===== src/rtl/mvw_regs.vh =====
// Purpose: constants for the vlan tag and wake-up filter block
// Assumes: apb byte addresses are four times the register index
// Notes: single include, definitions only
//
// Notes on behaviour
// [RULE1] first tag identifier is compared with received frame bytes 13 and 14.
// [RULE2] second tag identifier is compared with bytes 13 and 14, on its own.
// [RULE3] tagged frames are legal up to 1522 bytes instead of 1518.
// [RULE4] software writes 0x8100 into a tag identifier it uses; both reset zero.
// [RULE5] successive filter port writes fill entries zero, one, two and onward.
// [RULE6] after eight entries the filter write pointer wraps back to entry zero.
// [RULE7] power-on, hardware or soft reset puts the filter pointer at entry zero.
// [RULE8] filter port is write only; reading it never shows entry contents.
// [RULE9] global unicast enable wakes on frames whose destination bit 0 is zero.
// [RULE10] valid wake-up frame sets the wake frame received status bit.
// [RULE11] valid magic packet sets the magic packet received status bit.
// [RULE12] wake frame enable matches frames against the programmed filter entries.
// [RULE13] magic packet enable allows magic packet wake; clear blocks it.
// [RULE14] both received status bits stay set until software clears or reset.
`ifndef MVW_REGS_VH
`define MVW_REGS_VH
`define MVW_IDX_TAG1 4'h9
`define MVW_IDX_TAG2 4'ha
`define MVW_IDX_FILT 4'hb
`define MVW_IDX_WCSR 4'hc
`define MVW_ADDR_W 8
`define MVW_ADDR_TAG1 8'h24
`define MVW_ADDR_TAG2 8'h28
`define MVW_ADDR_FILT 8'h2c
`define MVW_ADDR_WCSR 8'h30
`define MVW_RST_WORD 32'h0000_0000
`define MVW_BIT_GUWE 9
`define MVW_BIT_WFR 6
`define MVW_BIT_MPRX 5
`define MVW_BIT_WEN 2
`define MVW_BIT_MPON 1
`define MVW_TAG_POS_HI 16'h000c
`define MVW_TAG_POS_LO 16'h000d
`define MVW_LEN_PLAIN 16'd1518
`define MVW_LEN_VLAN 16'd1522
`define MVW_ENTRY_CMD 3'h4
`define MVW_ENTRY_OFS 3'h5
`define MVW_ENTRY_CRC01 3'h6
`define MVW_ENTRY_CRC23 3'h7
`define MVW_MAGIC_SYNC 3'h6
`define MVW_MAGIC_REPS 4'hf
`define MVW_MAGIC_LAST 3'h5
`define MVW_CRC_POLY 16'h8005
`define MVW_CRC_INIT 16'hffff
`endif


===== src/rtl/mvw_tag_wake.v =====
// Purpose: vlan tag detection, frame length limit, wake-up filter and wake status
// Assumes: rx bytes synchronous to sys_clk, one byte per rx_valid, frame ends on rx_eof
// Notes: apb slave answers in the second access cycle; no interrupt logic
//
// The APB register port is this design's own decision.
`timescale 1ns/1ps
`include "mvw_regs.vh"

// one wake filter: crc-16 over masked bytes from a byte offset
module mvw_wake_crc
(
  input wire sys_clk,
  input wire arst_n,
  input wire clr,
  input wire byte_en,
  input wire [15:0] byte_idx,
  input wire [7:0] byte_in,
  input wire [31:0] mask,
  input wire [7:0] offset,
  output reg [15:0] crc_q
);
  reg [15:0] rel;
  reg [15:0] nxt;
  reg hit;
  integer i;

  always @*
  begin
    rel = byte_idx - {8'h00, offset};
    hit = byte_en && (byte_idx >= {8'h00, offset}) && (rel < 16'd32) && mask[rel[4:0]];
    // restart at the first byte of a frame without losing that byte
    nxt = clr ? `MVW_CRC_INIT : crc_q;
    for (i = 0; i < 8; i = i + 1)
    begin
      if (nxt[15] ^ byte_in[i])
        nxt = {nxt[14:0], 1'b0} ^ `MVW_CRC_POLY;
      else
        nxt = {nxt[14:0], 1'b0};
    end
  end

  always @(posedge sys_clk or negedge arst_n)
  begin
    if (!arst_n)
      crc_q <= `MVW_CRC_INIT;
    else if (hit)
      crc_q <= nxt;
    else if (clr)
      crc_q <= `MVW_CRC_INIT;
  end
endmodule

module mvw_tag_wake
#(
  parameter N_ENTRY = 8,
  parameter N_FILT = 4
)
(
  input wire sys_clk,
  input wire arst_n,
  input wire soft_rst,
  input wire psel,
  input wire penable,
  input wire pwrite,
  input wire [`MVW_ADDR_W-1:0] paddr,
  input wire [31:0] pwdata,
  output reg [31:0] prdata_q,
  output reg pready_q,
  output reg pslverr_q,
  input wire rx_valid,
  input wire rx_sof,
  input wire rx_eof,
  input wire rx_err,
  input wire [7:0] rx_data,
  input wire [47:0] mac_addr,
  input wire power_save,
  output reg first_vlan_tag_frame_q,
  output reg second_vlan_tag_frame_q,
  output reg len_err_q,
  output reg wake_q
);
  reg [15:0] first_vlan_tag_q;
  reg [15:0] second_vlan_tag_q;
  reg [31:0] wake_filter_entry_q [0:N_ENTRY-1];
  reg [2:0] wptr_q;
  reg global_unicast_wake_enable_q;
  reg wake_frame_received_q;
  reg magic_packet_received_q;
  reg wake_frame_enable_q;
  reg magic_packet_enable_q;
  reg [15:0] byte_cnt_q;
  reg [7:0] tag_hi_q;
  reg unicast_q;
  reg [2:0] ff_run_q;
  reg mp_act_q;
  reg [2:0] mp_pos_q;
  reg [3:0] mp_rep_q;
  reg mp_found_q;
  wire [15:0] idx;
  wire [15:0] crc_w [0:N_FILT-1];
  wire [N_FILT-1:0] filt_ok;
  wire acc;
  wire wr;
  wire map_hit;
  wire wcsr_wr;
  wire frm_end;
  wire frame_vlan;
  wire mp_done;
  wire wake_frame_ok;
  wire gu_ok;
  reg [7:0] mp_exp;
  reg [31:0] rd_d;
  reg [15:0] tag_word;
  integer k;

  assign acc = psel && penable && !pready_q;
  assign wr = acc && pwrite;
  assign map_hit = (paddr == `MVW_ADDR_TAG1) || (paddr == `MVW_ADDR_TAG2) ||
                   (paddr == `MVW_ADDR_FILT) || (paddr == `MVW_ADDR_WCSR);
  assign wcsr_wr = wr && (paddr == `MVW_ADDR_WCSR);
  assign idx = rx_sof ? 16'h0000 : byte_cnt_q;
  assign frm_end = rx_valid && rx_eof;

  // apb slave: pready one cycle into the access phase, so answers are registered
  always @*
  begin
    rd_d = `MVW_RST_WORD;
    case (paddr)
      `MVW_ADDR_TAG1: rd_d[15:0] = first_vlan_tag_q;
      `MVW_ADDR_TAG2: rd_d[15:0] = second_vlan_tag_q;
      `MVW_ADDR_FILT: rd_d = `MVW_RST_WORD; // RULE8
      `MVW_ADDR_WCSR:
      begin
        rd_d[`MVW_BIT_GUWE] = global_unicast_wake_enable_q;
        rd_d[`MVW_BIT_WFR] = wake_frame_received_q;
        rd_d[`MVW_BIT_MPRX] = magic_packet_received_q;
        rd_d[`MVW_BIT_WEN] = wake_frame_enable_q;
        rd_d[`MVW_BIT_MPON] = magic_packet_enable_q;
      end
      default: rd_d = `MVW_RST_WORD;
    endcase
  end

  always @(posedge sys_clk or negedge arst_n)
  begin
    if (!arst_n)
    begin
      pready_q <= 1'b0;
      pslverr_q <= 1'b0;
      prdata_q <= `MVW_RST_WORD;
    end
    else
    begin
      pready_q <= acc;
      pslverr_q <= acc && !map_hit;
      prdata_q <= (acc && !pwrite) ? rd_d : `MVW_RST_WORD;
    end
  end

  // control registers; soft reset returns them to their reset values
  always @(posedge sys_clk or negedge arst_n)
  begin
    if (!arst_n)
    begin
      first_vlan_tag_q <= 16'h0000;
      second_vlan_tag_q <= 16'h0000;
      global_unicast_wake_enable_q <= 1'b0;
      wake_frame_enable_q <= 1'b0;
      magic_packet_enable_q <= 1'b0;
    end
    else if (soft_rst)
    begin
      first_vlan_tag_q <= 16'h0000;
      second_vlan_tag_q <= 16'h0000;
      global_unicast_wake_enable_q <= 1'b0;
      wake_frame_enable_q <= 1'b0;
      magic_packet_enable_q <= 1'b0;
    end
    else if (wr)
    begin
      if (paddr == `MVW_ADDR_TAG1)
        first_vlan_tag_q <= pwdata[15:0];
      if (paddr == `MVW_ADDR_TAG2)
        second_vlan_tag_q <= pwdata[15:0];
      if (wcsr_wr)
      begin
        global_unicast_wake_enable_q <= pwdata[`MVW_BIT_GUWE];
        wake_frame_enable_q <= pwdata[`MVW_BIT_WEN];
        magic_packet_enable_q <= pwdata[`MVW_BIT_MPON];
      end
    end
  end

  // filter entries behind one write port with a wrapping pointer
  always @(posedge sys_clk or negedge arst_n)
  begin
    if (!arst_n)
      wptr_q <= 3'h0; // RULE7
    else if (soft_rst)
      wptr_q <= 3'h0; // RULE7
    else if (wr && (paddr == `MVW_ADDR_FILT))
      wptr_q <= wptr_q + 3'h1; // RULE6
  end

  always @(posedge sys_clk or negedge arst_n)
  begin
    if (!arst_n)
    begin
      for (k = 0; k < N_ENTRY; k = k + 1)
        wake_filter_entry_q[k] <= `MVW_RST_WORD;
    end
    else if (wr && (paddr == `MVW_ADDR_FILT))
      wake_filter_entry_q[wptr_q] <= pwdata; // RULE5
  end

  // frame byte counter and tag capture
  always @(posedge sys_clk or negedge arst_n)
  begin
    if (!arst_n)
    begin
      byte_cnt_q <= 16'h0000;
      tag_hi_q <= 8'h00;
      unicast_q <= 1'b0;
    end
    else if (rx_valid)
    begin
      byte_cnt_q <= rx_eof ? 16'h0000 : idx + 16'h0001;
      if (idx == `MVW_TAG_POS_HI)
        tag_hi_q <= rx_data;
      if (idx == 16'h0000)
        unicast_q <= !rx_data[0];
    end
  end

  always @*
  begin
    tag_word = {tag_hi_q, rx_data};
  end

  // tag flags hold from byte 14 until the first byte of the next frame
  always @(posedge sys_clk or negedge arst_n)
  begin
    if (!arst_n)
    begin
      first_vlan_tag_frame_q <= 1'b0;
      second_vlan_tag_frame_q <= 1'b0;
    end
    else if (rx_valid && rx_sof)
    begin
      first_vlan_tag_frame_q <= 1'b0;
      second_vlan_tag_frame_q <= 1'b0;
    end
    else if (rx_valid && (idx == `MVW_TAG_POS_LO))
    begin
      first_vlan_tag_frame_q <= (tag_word == first_vlan_tag_q); // RULE1
      second_vlan_tag_frame_q <= (tag_word == second_vlan_tag_q); // RULE2
    end
  end

  // length is idx+1 at the last byte; a one-byte frame never reaches the tag bytes
  assign frame_vlan = first_vlan_tag_frame_q || second_vlan_tag_frame_q;

  always @(posedge sys_clk or negedge arst_n)
  begin
    if (!arst_n)
      len_err_q <= 1'b0;
    else
      len_err_q <= frm_end && ((idx + 16'h0001) >
                   (frame_vlan ? `MVW_LEN_VLAN : `MVW_LEN_PLAIN)); // RULE3
  end

  // magic packet: six 0xff then sixteen copies of the station address
  always @*
  begin
    case (mp_pos_q)
      3'h0: mp_exp = mac_addr[47:40];
      3'h1: mp_exp = mac_addr[39:32];
      3'h2: mp_exp = mac_addr[31:24];
      3'h3: mp_exp = mac_addr[23:16];
      3'h4: mp_exp = mac_addr[15:8];
      3'h5: mp_exp = mac_addr[7:0];
      default: mp_exp = 8'h00;
    endcase
  end

  assign mp_done = mp_act_q && (rx_data == mp_exp) &&
                   (mp_pos_q == `MVW_MAGIC_LAST) && (mp_rep_q == `MVW_MAGIC_REPS);

  // a broken copy restarts the search; bytes of that copy are not rescanned
  always @(posedge sys_clk or negedge arst_n)
  begin
    if (!arst_n)
    begin
      ff_run_q <= 3'h0;
      mp_act_q <= 1'b0;
      mp_pos_q <= 3'h0;
      mp_rep_q <= 4'h0;
      mp_found_q <= 1'b0;
    end
    else if (rx_valid)
    begin
      if (rx_data != 8'hff)
        ff_run_q <= 3'h0;
      else if (ff_run_q != `MVW_MAGIC_SYNC)
        ff_run_q <= ff_run_q + 3'h1;
      if (rx_sof)
        mp_found_q <= 1'b0;
      if (mp_done)
        mp_found_q <= 1'b1;
      if (rx_eof || rx_sof)
      begin
        mp_act_q <= 1'b0;
        mp_pos_q <= 3'h0;
        mp_rep_q <= 4'h0;
      end
      else if (mp_act_q && (rx_data == mp_exp) && !mp_done)
      begin
        mp_pos_q <= (mp_pos_q == `MVW_MAGIC_LAST) ? 3'h0 : mp_pos_q + 3'h1;
        if (mp_pos_q == `MVW_MAGIC_LAST)
          mp_rep_q <= mp_rep_q + 4'h1;
      end
      else if (!mp_act_q && (ff_run_q == `MVW_MAGIC_SYNC) && (rx_data == mac_addr[47:40]))
      begin
        mp_act_q <= 1'b1;
        mp_pos_q <= 3'h1;
        mp_rep_q <= 4'h0;
      end
      else
      begin
        mp_act_q <= 1'b0;
        mp_pos_q <= 3'h0;
        mp_rep_q <= 4'h0;
      end
    end
  end

  // wake filters: entries 0-3 masks, 4 enables, 5 offsets, 6-7 expected crcs
  genvar g;
  generate
    for (g = 0; g < N_FILT; g = g + 1)
    begin : filt
      mvw_wake_crc u_crc
      (
        .sys_clk(sys_clk),
        .arst_n(arst_n),
        .clr(rx_valid && rx_sof),
        .byte_en(rx_valid),
        .byte_idx(idx),
        .byte_in(rx_data),
        .mask(wake_filter_entry_q[g]),
        .offset(wake_filter_entry_q[`MVW_ENTRY_OFS][8*g+7:8*g]),
        .crc_q(crc_w[g])
      );
      assign filt_ok[g] = wake_filter_entry_q[`MVW_ENTRY_CMD][8*g] &&
        (crc_w[g] == wake_filter_entry_q[`MVW_ENTRY_CRC01 + g/2][16*(g%2)+15:16*(g%2)]);
    end
  endgenerate

  // filters judge crc at frame end, so the last byte must lie outside every mask
  assign wake_frame_ok = frm_end && !rx_err && wake_frame_enable_q && (|filt_ok); // RULE12
  assign gu_ok = frm_end && !rx_err && global_unicast_wake_enable_q && unicast_q; // RULE9

  // status: set wins over a write-one clear in the same cycle
  always @(posedge sys_clk or negedge arst_n)
  begin
    if (!arst_n)
    begin
      wake_frame_received_q <= 1'b0;
      magic_packet_received_q <= 1'b0;
    end
    else if (soft_rst)
    begin
      wake_frame_received_q <= 1'b0;
      magic_packet_received_q <= 1'b0;
    end
    else
    begin
      if (wake_frame_ok)
        wake_frame_received_q <= 1'b1; // RULE10
      else if (wcsr_wr && pwdata[`MVW_BIT_WFR])
        wake_frame_received_q <= 1'b0; // RULE14
      if (frm_end && !rx_err && magic_packet_enable_q && (mp_found_q || mp_done))
        magic_packet_received_q <= 1'b1; // RULE11 RULE13
      else if (wcsr_wr && pwdata[`MVW_BIT_MPRX])
        magic_packet_received_q <= 1'b0; // RULE14
    end
  end

  // wake pulse only while the system sleeps
  always @(posedge sys_clk or negedge arst_n)
  begin
    if (!arst_n)
      wake_q <= 1'b0;
    else
      wake_q <= power_save && (wake_frame_ok || gu_ok ||
                (frm_end && !rx_err && magic_packet_enable_q && (mp_found_q || mp_done)));
  end
endmodule


===== config.mk =====
export PLATFORM = sky130hd
export DESIGN_NAME = mvw_tag_wake
export DESIGN_NICKNAME = d
export VERILOG_FILES = /design/src/rtl/mvw_tag_wake.v
export VERILOG_INCLUDE_DIRS = /design/src /design/src/rtl
export SDC_FILE = /design/constraint.sdc
export NUM_CORES = 1
export LEC_CHECK = 0
export ABC_AREA = 1
export BUFFER_PORTS_ARGS = -buffer_cell sky130_fd_sc_hd__buf_4
export CAP_MARGIN = 20
export CORE_UTILIZATION = 37
export DETAILED_ROUTE_END_ITERATION = 10
export HOLD_SLACK_MARGIN = 0.02
export MAX_ROUTING_LAYER = met4
export PLACE_DENSITY_LB_ADDON = 0.1
export SYNTH_ARGS = -nofsm -noshare
export SYNTH_HDL_FRONTEND = slang
export SYNTH_SLANG_ARGS = --single-unit

===== constraint.sdc =====
create_clock -name sys_clk -period 3.6 [get_ports sys_clk]
set_input_delay 0.54 -clock sys_clk [delete_from_list [all_inputs] [get_ports sys_clk]]
set_output_delay 0.54 -clock sys_clk [all_outputs]
set_load 0.01 [all_outputs]

; After elaboration in Yosys (flattened, before gate mapping)
; Cells that the tools add are included.
[totals]
wordCells = 334
in_bits = 107
reg_bits = 419
out_inout_bits = 38
[op_classes]
n_mux = 104
reduce_logical = 81
bitwise_logic = 65
eq_ne = 25
n_addsub = 9
n_lt_le_gt_ge = 15
[ops]
columns = op, n
row1 = $mux W16, 49
row2 = $bwmux W256, 1
row3 = $demux W32 S3, 1
row4 = $eq A16 B16 Y1, 6
row5 = $not A3 Y3, 32
row6 = $ge A16 B8 Y1, 4
row7 = $lt A16 B6 Y1 const B, 4
row8 = $sub A16 B8 Y16, 4
row9 = $pmux W8 S6, 1
row10 = $logic_and A1 B1 Y1, 44
row11 = $eq A16 B4 Y1 const B, 2
row12 = $eq A8 B6 Y1 const B, 4
row13 = $mux W32, 1
row14 = $xor A1 B1 Y1, 32
row15 = $mux W1, 29
row16 = $lt A5 B6 Y1 const B, 4
row17 = $mux W3, 7
row18 = $bmux W1 S5, 4
row19 = $reduce_and A2 Y1, 9
row20 = $add A16 B1 Y16 const B, 1
row21 = $eq A8 B8 Y1, 2
row22 = $gt A16 B11 Y1, 1
row23 = $logic_not A16 Y1, 1
row24 = $reduce_bool A2 Y1, 8
row25 = other kinds (24), 48

; Longest topological paths before layout
[logic_depth]
ltp_word = 19
ltp_mapped = 23
mapped_depth_nobuf = 20

; Cells and area by module
; From an unflattened synthesis, not the netlist that was laid out.
[unflattened]
cells_unflattened = 3188
area_unflattened_um2 = 23966.7
[modules_own_cells]
columns = module, area_each_um2, n_inst, cells_per_inst
row1 = mvw_tag_wake, 15403.5, 1, 1780
row2 = mvw_wake_crc (filt[1].u_crc ...), 2168.3, 3, 359
row3 = mvw_wake_crc (filt[0].u_crc), 2058.2, 1, 331

; Least setup slack after synthesis
; No wires, ideal clock.
[synth_path]
kind = input-to-reg
from = input rx_sof
to = register filt[0].u_crc.crc_q[5]
t_arrival_ns = 3.388
path_slack_ns = 0.136
path_stages = 21
path_cell_list = buf_6 > buf_6 > nor2_1 > inv_1 > ha_1 > inv_1 > fa_1 > clkbuf_1 > inv_1 > o21ai_0 > o22ai_1 > nand2_1 > o21ai_0 > nand2_1 > nand3_1 > nand3_1 > nor2_1 > nand4_4 > buf_2 > nand2_1 > nand2_1
[synth_via]
elab_chain_cells = 16
[synth_lines]
columns = element, line
row1 = from (decl), mvw_tag_wake.v:71  ; input wire rx_sof,
row2 = branches (longest 15 deep; another with $sub A16 B8 Y16), n/a
row3 = $mux W16 (*), mvw_tag_wake.v:46  ; else if (hit)
row4 = to (signal assigned), mvw_tag_wake.v:45  ; crc_q <= `MVW_CRC_INIT;
row5 = to (signal assigned), mvw_tag_wake.v:47  ; crc_q <= nxt;
row6 = to (signal assigned), mvw_tag_wake.v:49  ; crc_q <= `MVW_CRC_INIT;
row7 = to (decl), mvw_tag_wake.v:20  ; output reg [15:0] crc_q
; Every way passes the cells marked *. The select of a mux whose other input is x is not followed.
; A chain may end at the register's enable or synchronous reset.

; Worst setup path in the final report
[layout_path]
from = register byte_cnt_q[0]
to = register filt[0].u_crc.crc_q[7]
[layout_via]
elab_chain_cells = 6
[layout_lines]
columns = element, line
row1 = from (decl), mvw_tag_wake.v:91  ; reg [15:0] byte_cnt_q;
row2 = from (signal assigned), mvw_tag_wake.v:227  ; byte_cnt_q <= rx_eof ? 16'h0000 : idx + 16'h0001;
row3 = $mux W16 (*), mvw_tag_wake.v:121  ; assign idx = rx_sof ? 16'h0000 : byte_cnt_q;
row4 = $sub A16 B8 Y16 or $ge A16 B8 Y1 (tied branches), "mvw_tag_wake.v:29, mvw_tag_wake.v:30"
row5 = "$lt A16 B6 Y1, or another cell as far along", mvw_tag_wake.v:30  ; hit = byte_en && (byte_idx >= {8'h00, offset}) && (rel < 16'd32) && mask[rel[4:0]];
row6 = $logic_and A1 B1 Y1 or $mux W1 (tied branches), mvw_tag_wake.v:30
row7 = $logic_and A1 B1 Y1 (*), mvw_tag_wake.v:30
row8 = $mux W16 (*), mvw_tag_wake.v:46
; Mark *: on every way between the ends. The rest lies on a longest branch, timed or not. The select of a mux whose other input is x is not followed.

==> results.cfg <==
[status]
status = finished clean

[power_and_ir_drop]
p_comb_frac = 0.167
p_per_area_nw_per_um2 = 414
netSwitchingPower_mw = 3.40
p_leak_nw = 13.8
p_int_mw = 8.09
design_power_total_mw = 11.5
seqPwrFrac = 0.417
ir_drop_v = 0.000311
switching_share = 0.296
pwr-share-clk = 0.415

[worst_setup_path]
arrival_ns = 3.98
critPathKind = reg2reg
cp.required_ns = 4.14
worstRegToRegCells = 23
worstSetupEndpointType = flip-flop
regToRegSetupSlack_ns = 0.16
worstReg2RegStart = byte_cnt_q[0]
critPathLaunchType = flip-flop
reg2reg_to = filt[0].u_crc.crc_q[7]
cp_max_fo = 16

[routing]
post-route-drc-count = 0
drt-wirelength-per-cell_um = 19.9
antenna_left = 0
drt_wl_total_um = 85900
viasPerCell = 5.15
drt_iter0_markers = 1796
m1WireLength_um = 37900
firstDrtPassIters = 6
met2WireLength_um = 41300
vias = 22200
topRoutingLayerUsed = met4
dr_wl_met3_um = 4440

[worst_hold_path]
whs_endpoint = wake_frame_received_q
hold_depth = 2
hold_path.class = in2reg
hp-start = soft_rst

[logic_synthesis]
synth-edff-count = 0
synth_cell_type_count = 61
syn_area_per_cell_um2 = 7.29
syn_inst = 3246
synth_seq_area_share = 0.417
synthArstFlopShare = 1.00
synth_area_um2 = 23700
yosysWarningCount = 0
synthFlopType = dfrtp_1
synth-seq-cells = 391

[global_routing]
track_usage = 0.274
grt_pass1_wl_um = 131000
grt_max_degree = 89
antenna_found_initial = 10
grt_pass1_vias = 21400
overflow = 0

[timing]
finalCriticalPeriod_ns = 3.44
setup_tns_ns = 0
slew_headroom = 0.389
maxSlewViolCount = 0
setup_viol = 0
hold_viol_final = 0
rsz0062_at_grt = false
fin_skew_ns = 0.0242
fmax_mhz = 291
tightestPinTransition_ns = 0.916
period_share = 0.955

[clock_network]
cts_made_buffers = 48
tritoncts = yes
ctsRootBufferMaster = clkbuf_16
clkLatencyLatePin_ns = 0.61
clk_pin_slew_ns = 0.06
cts-htree-levels = 2
cts_sinks = 391
cts.path.max_buffers = 3

[layout]
layout-drive-gt1-share = 0.155
fillers = 6599
utilization = 0.440
nets = 3580
area_growth_pct = 17.3

[die]
num_rows = 92
die_area_um2 = 65000
fp.dieW_um = 255
io_pins = 145
die_y_um = 255
core_um2 = 63100
start_util = 0.375

[placed_design]
hpwlAfterDp_um = 63300
place.gp.congestion = 0.981
numPortBuffers = 128

[run]
drv_cap = 0
timing repair:
action                                  4_1_cts  5_1_grt
hold endpoints to repair                     30        0
endpoints found under the setup margin        0       32
hold buffers                                  1        0
buffers inserted                              0        1
resized for setup                             0        3
state kept, by name, indices dropped and copies added (netlist names), 4 cells and up:
register	count
mp_rep_q	4
prdata_q	16
wake_filter_entry_q	228
filt.u_crc.crc_q	64
byte_cnt_q	16
tag_hi_q	8
second_vlan_tag_q	16
first_vlan_tag_q	16
layer usage:
layer / track usage / up-vias
met5: - / -
met3: 0.0300 / 124
li1: - / 10800
met1: 0.352 / 10600
met4: 0.0794 / 0
met2: 0.457 / 646
cell type report:
class | instances | area [um2] | share of cell area
antenna | 2 | 5.00 | 0.000180
inverter | 326 | 1230 | 0.0444
clock buffer | 77 | 1430 | 0.0516
sequential | 391 | 9860 | 0.356
tap | 846 | 1060 | 0.0382
timing repair buffer | 253 | 2090 | 0.0753
clock inverter | 7 | 77.6 | 0.00280
multi-input combinational | 2415 | 12000 | 0.432
cell families (layout without fill, tap and decap cells):
family | after synthesis | in the layout | synth area share
AO/OA/AOI/OAI | 453 | 453 | 0.102
adder cells (fa/ha/maj) | 38 | 38 | 0.0214
buffers and inverters | 456 | 663 | 0.0804
XOR/XNOR | 144 | 144 | 0.0541
flip-flops | 391 | 391 | 0.417
other | 1 | 18 | 0.000158
AND/OR/NAND/NOR | 1763 | 1764 | 0.325
how the worst max path moves through the flow:
stage                     cells past startpoint          start                      end
after floorplan                              21         rx_sof   filt[0].u_crc.crc_q[5]
after global placement                       22         rx_sof  filt[0].u_crc.crc_q[11]
after detailed placement                     22         rx_sof   filt[0].u_crc.crc_q[7]
after CTS                                    23  byte_cnt_q[0]   filt[0].u_crc.crc_q[7]
after global routing                         23  byte_cnt_q[0]  filt[0].u_crc.crc_q[11]
final                                        23  byte_cnt_q[0]   filt[0].u_crc.crc_q[7]
cell usage after synthesis (8+ instances only):
cell type	count	area (um2)
nor2_1	163	612
buf_4	20	150
buf_2	19	95.1
xnor2_1	30	263
nand3_1	235	1180
inv_1	282	1060
o21ai_1	14	70.1
o22ai_1	36	225
a31oi_1	8	50.1
nor2_2	21	131
xor2_1	113	990
nand4_1	80	500
clkbuf_1	80	300
buf_6	9	101
nor4_1	16	100
nand2_2	27	169
o21ai_0	326	1630
ha_1	34	425
nand2_1	1131	4250
nor3_1	22	110
dfstp_2	64	1680
nor2_4	11	124
a21oi_1	34	170
dfrtp_1	327	8180
or2_2	24	150
inv_2	36	135
through the flow:
step                      setup slack [ns]  hold WS, ns  cells  instance area (um2)
after CTS                           0.0239        0.170   4313                27700
after global placement              -0.138        0.461   4228                26200
final                                0.163        0.200   4317                27700
after floorplan                      0.136        0.244   3261                23700
after detailed placement            -0.172        0.464   4228                26200
after global routing               0.00108        0.192   4317                27700
cell usage in the layout (no fill, tap or decap), types with 36 or more instances in the layout:
| cell type | netlist | final |
|---|---|---|
| clkbuf_16 | 0 | 49 |
| buf_4 | 20 | 236 |
| nor2_1 | 163 | 163 |
| inv_1 | 282 | 282 |
| nand4_1 | 80 | 80 |
| o22ai_1 | 36 | 36 |
| nand2_1 | 1131 | 1124 |
| inv_2 | 36 | 36 |
| xor2_1 | 113 | 113 |
| o21ai_0 | 326 | 325 |
| dfrtp_1 | 327 | 327 |
| nand3_1 | 235 | 235 |
| dfstp_2 | 64 | 64 |
worst max-delay path, cell delays in order (launching register included):
cell	delay [ns]
dfrtp_1	0.38
inv_1	0.07
nor2_1	0.04
buf_4	0.15
inv_1	0.08
buf_4	0.14
ha_1	0.14
inv_1	0.06
fa_1	0.53
inv_1	0.11
buf_4	0.17
nand3_1	0.07
nand2_1	0.07
o21ai_1	0.23
nand2_1	0.10
nand3_1	0.19
nand2_1	0.08
nor2_1	0.09
buf_4	0.11
nand3_2	0.07
nor2_4	0.15
buf_12	0.16
nand3_1	0.09
nand2_1	0.09
power groups by stage:
| stage | Sequential [mW] | Combinational, mW | Clock, mW |
|---|---|---|---|
| 2_1_floorplan | 4.82 | 1.21 | 0 |
| 4_1_cts | 4.80 | 1.92 | 4.89 |
| 6_report | 4.80 | 1.92 | 4.77 |
| 5_1_grt | 4.82 | 2.14 | 5.04 |
| 3_3_place_gp | 4.87 | 1.89 | 0 |
| 3_5_place_dp | 4.87 | 1.90 | 0 |
Note: power is estimated with default switching activity, not from simulation.
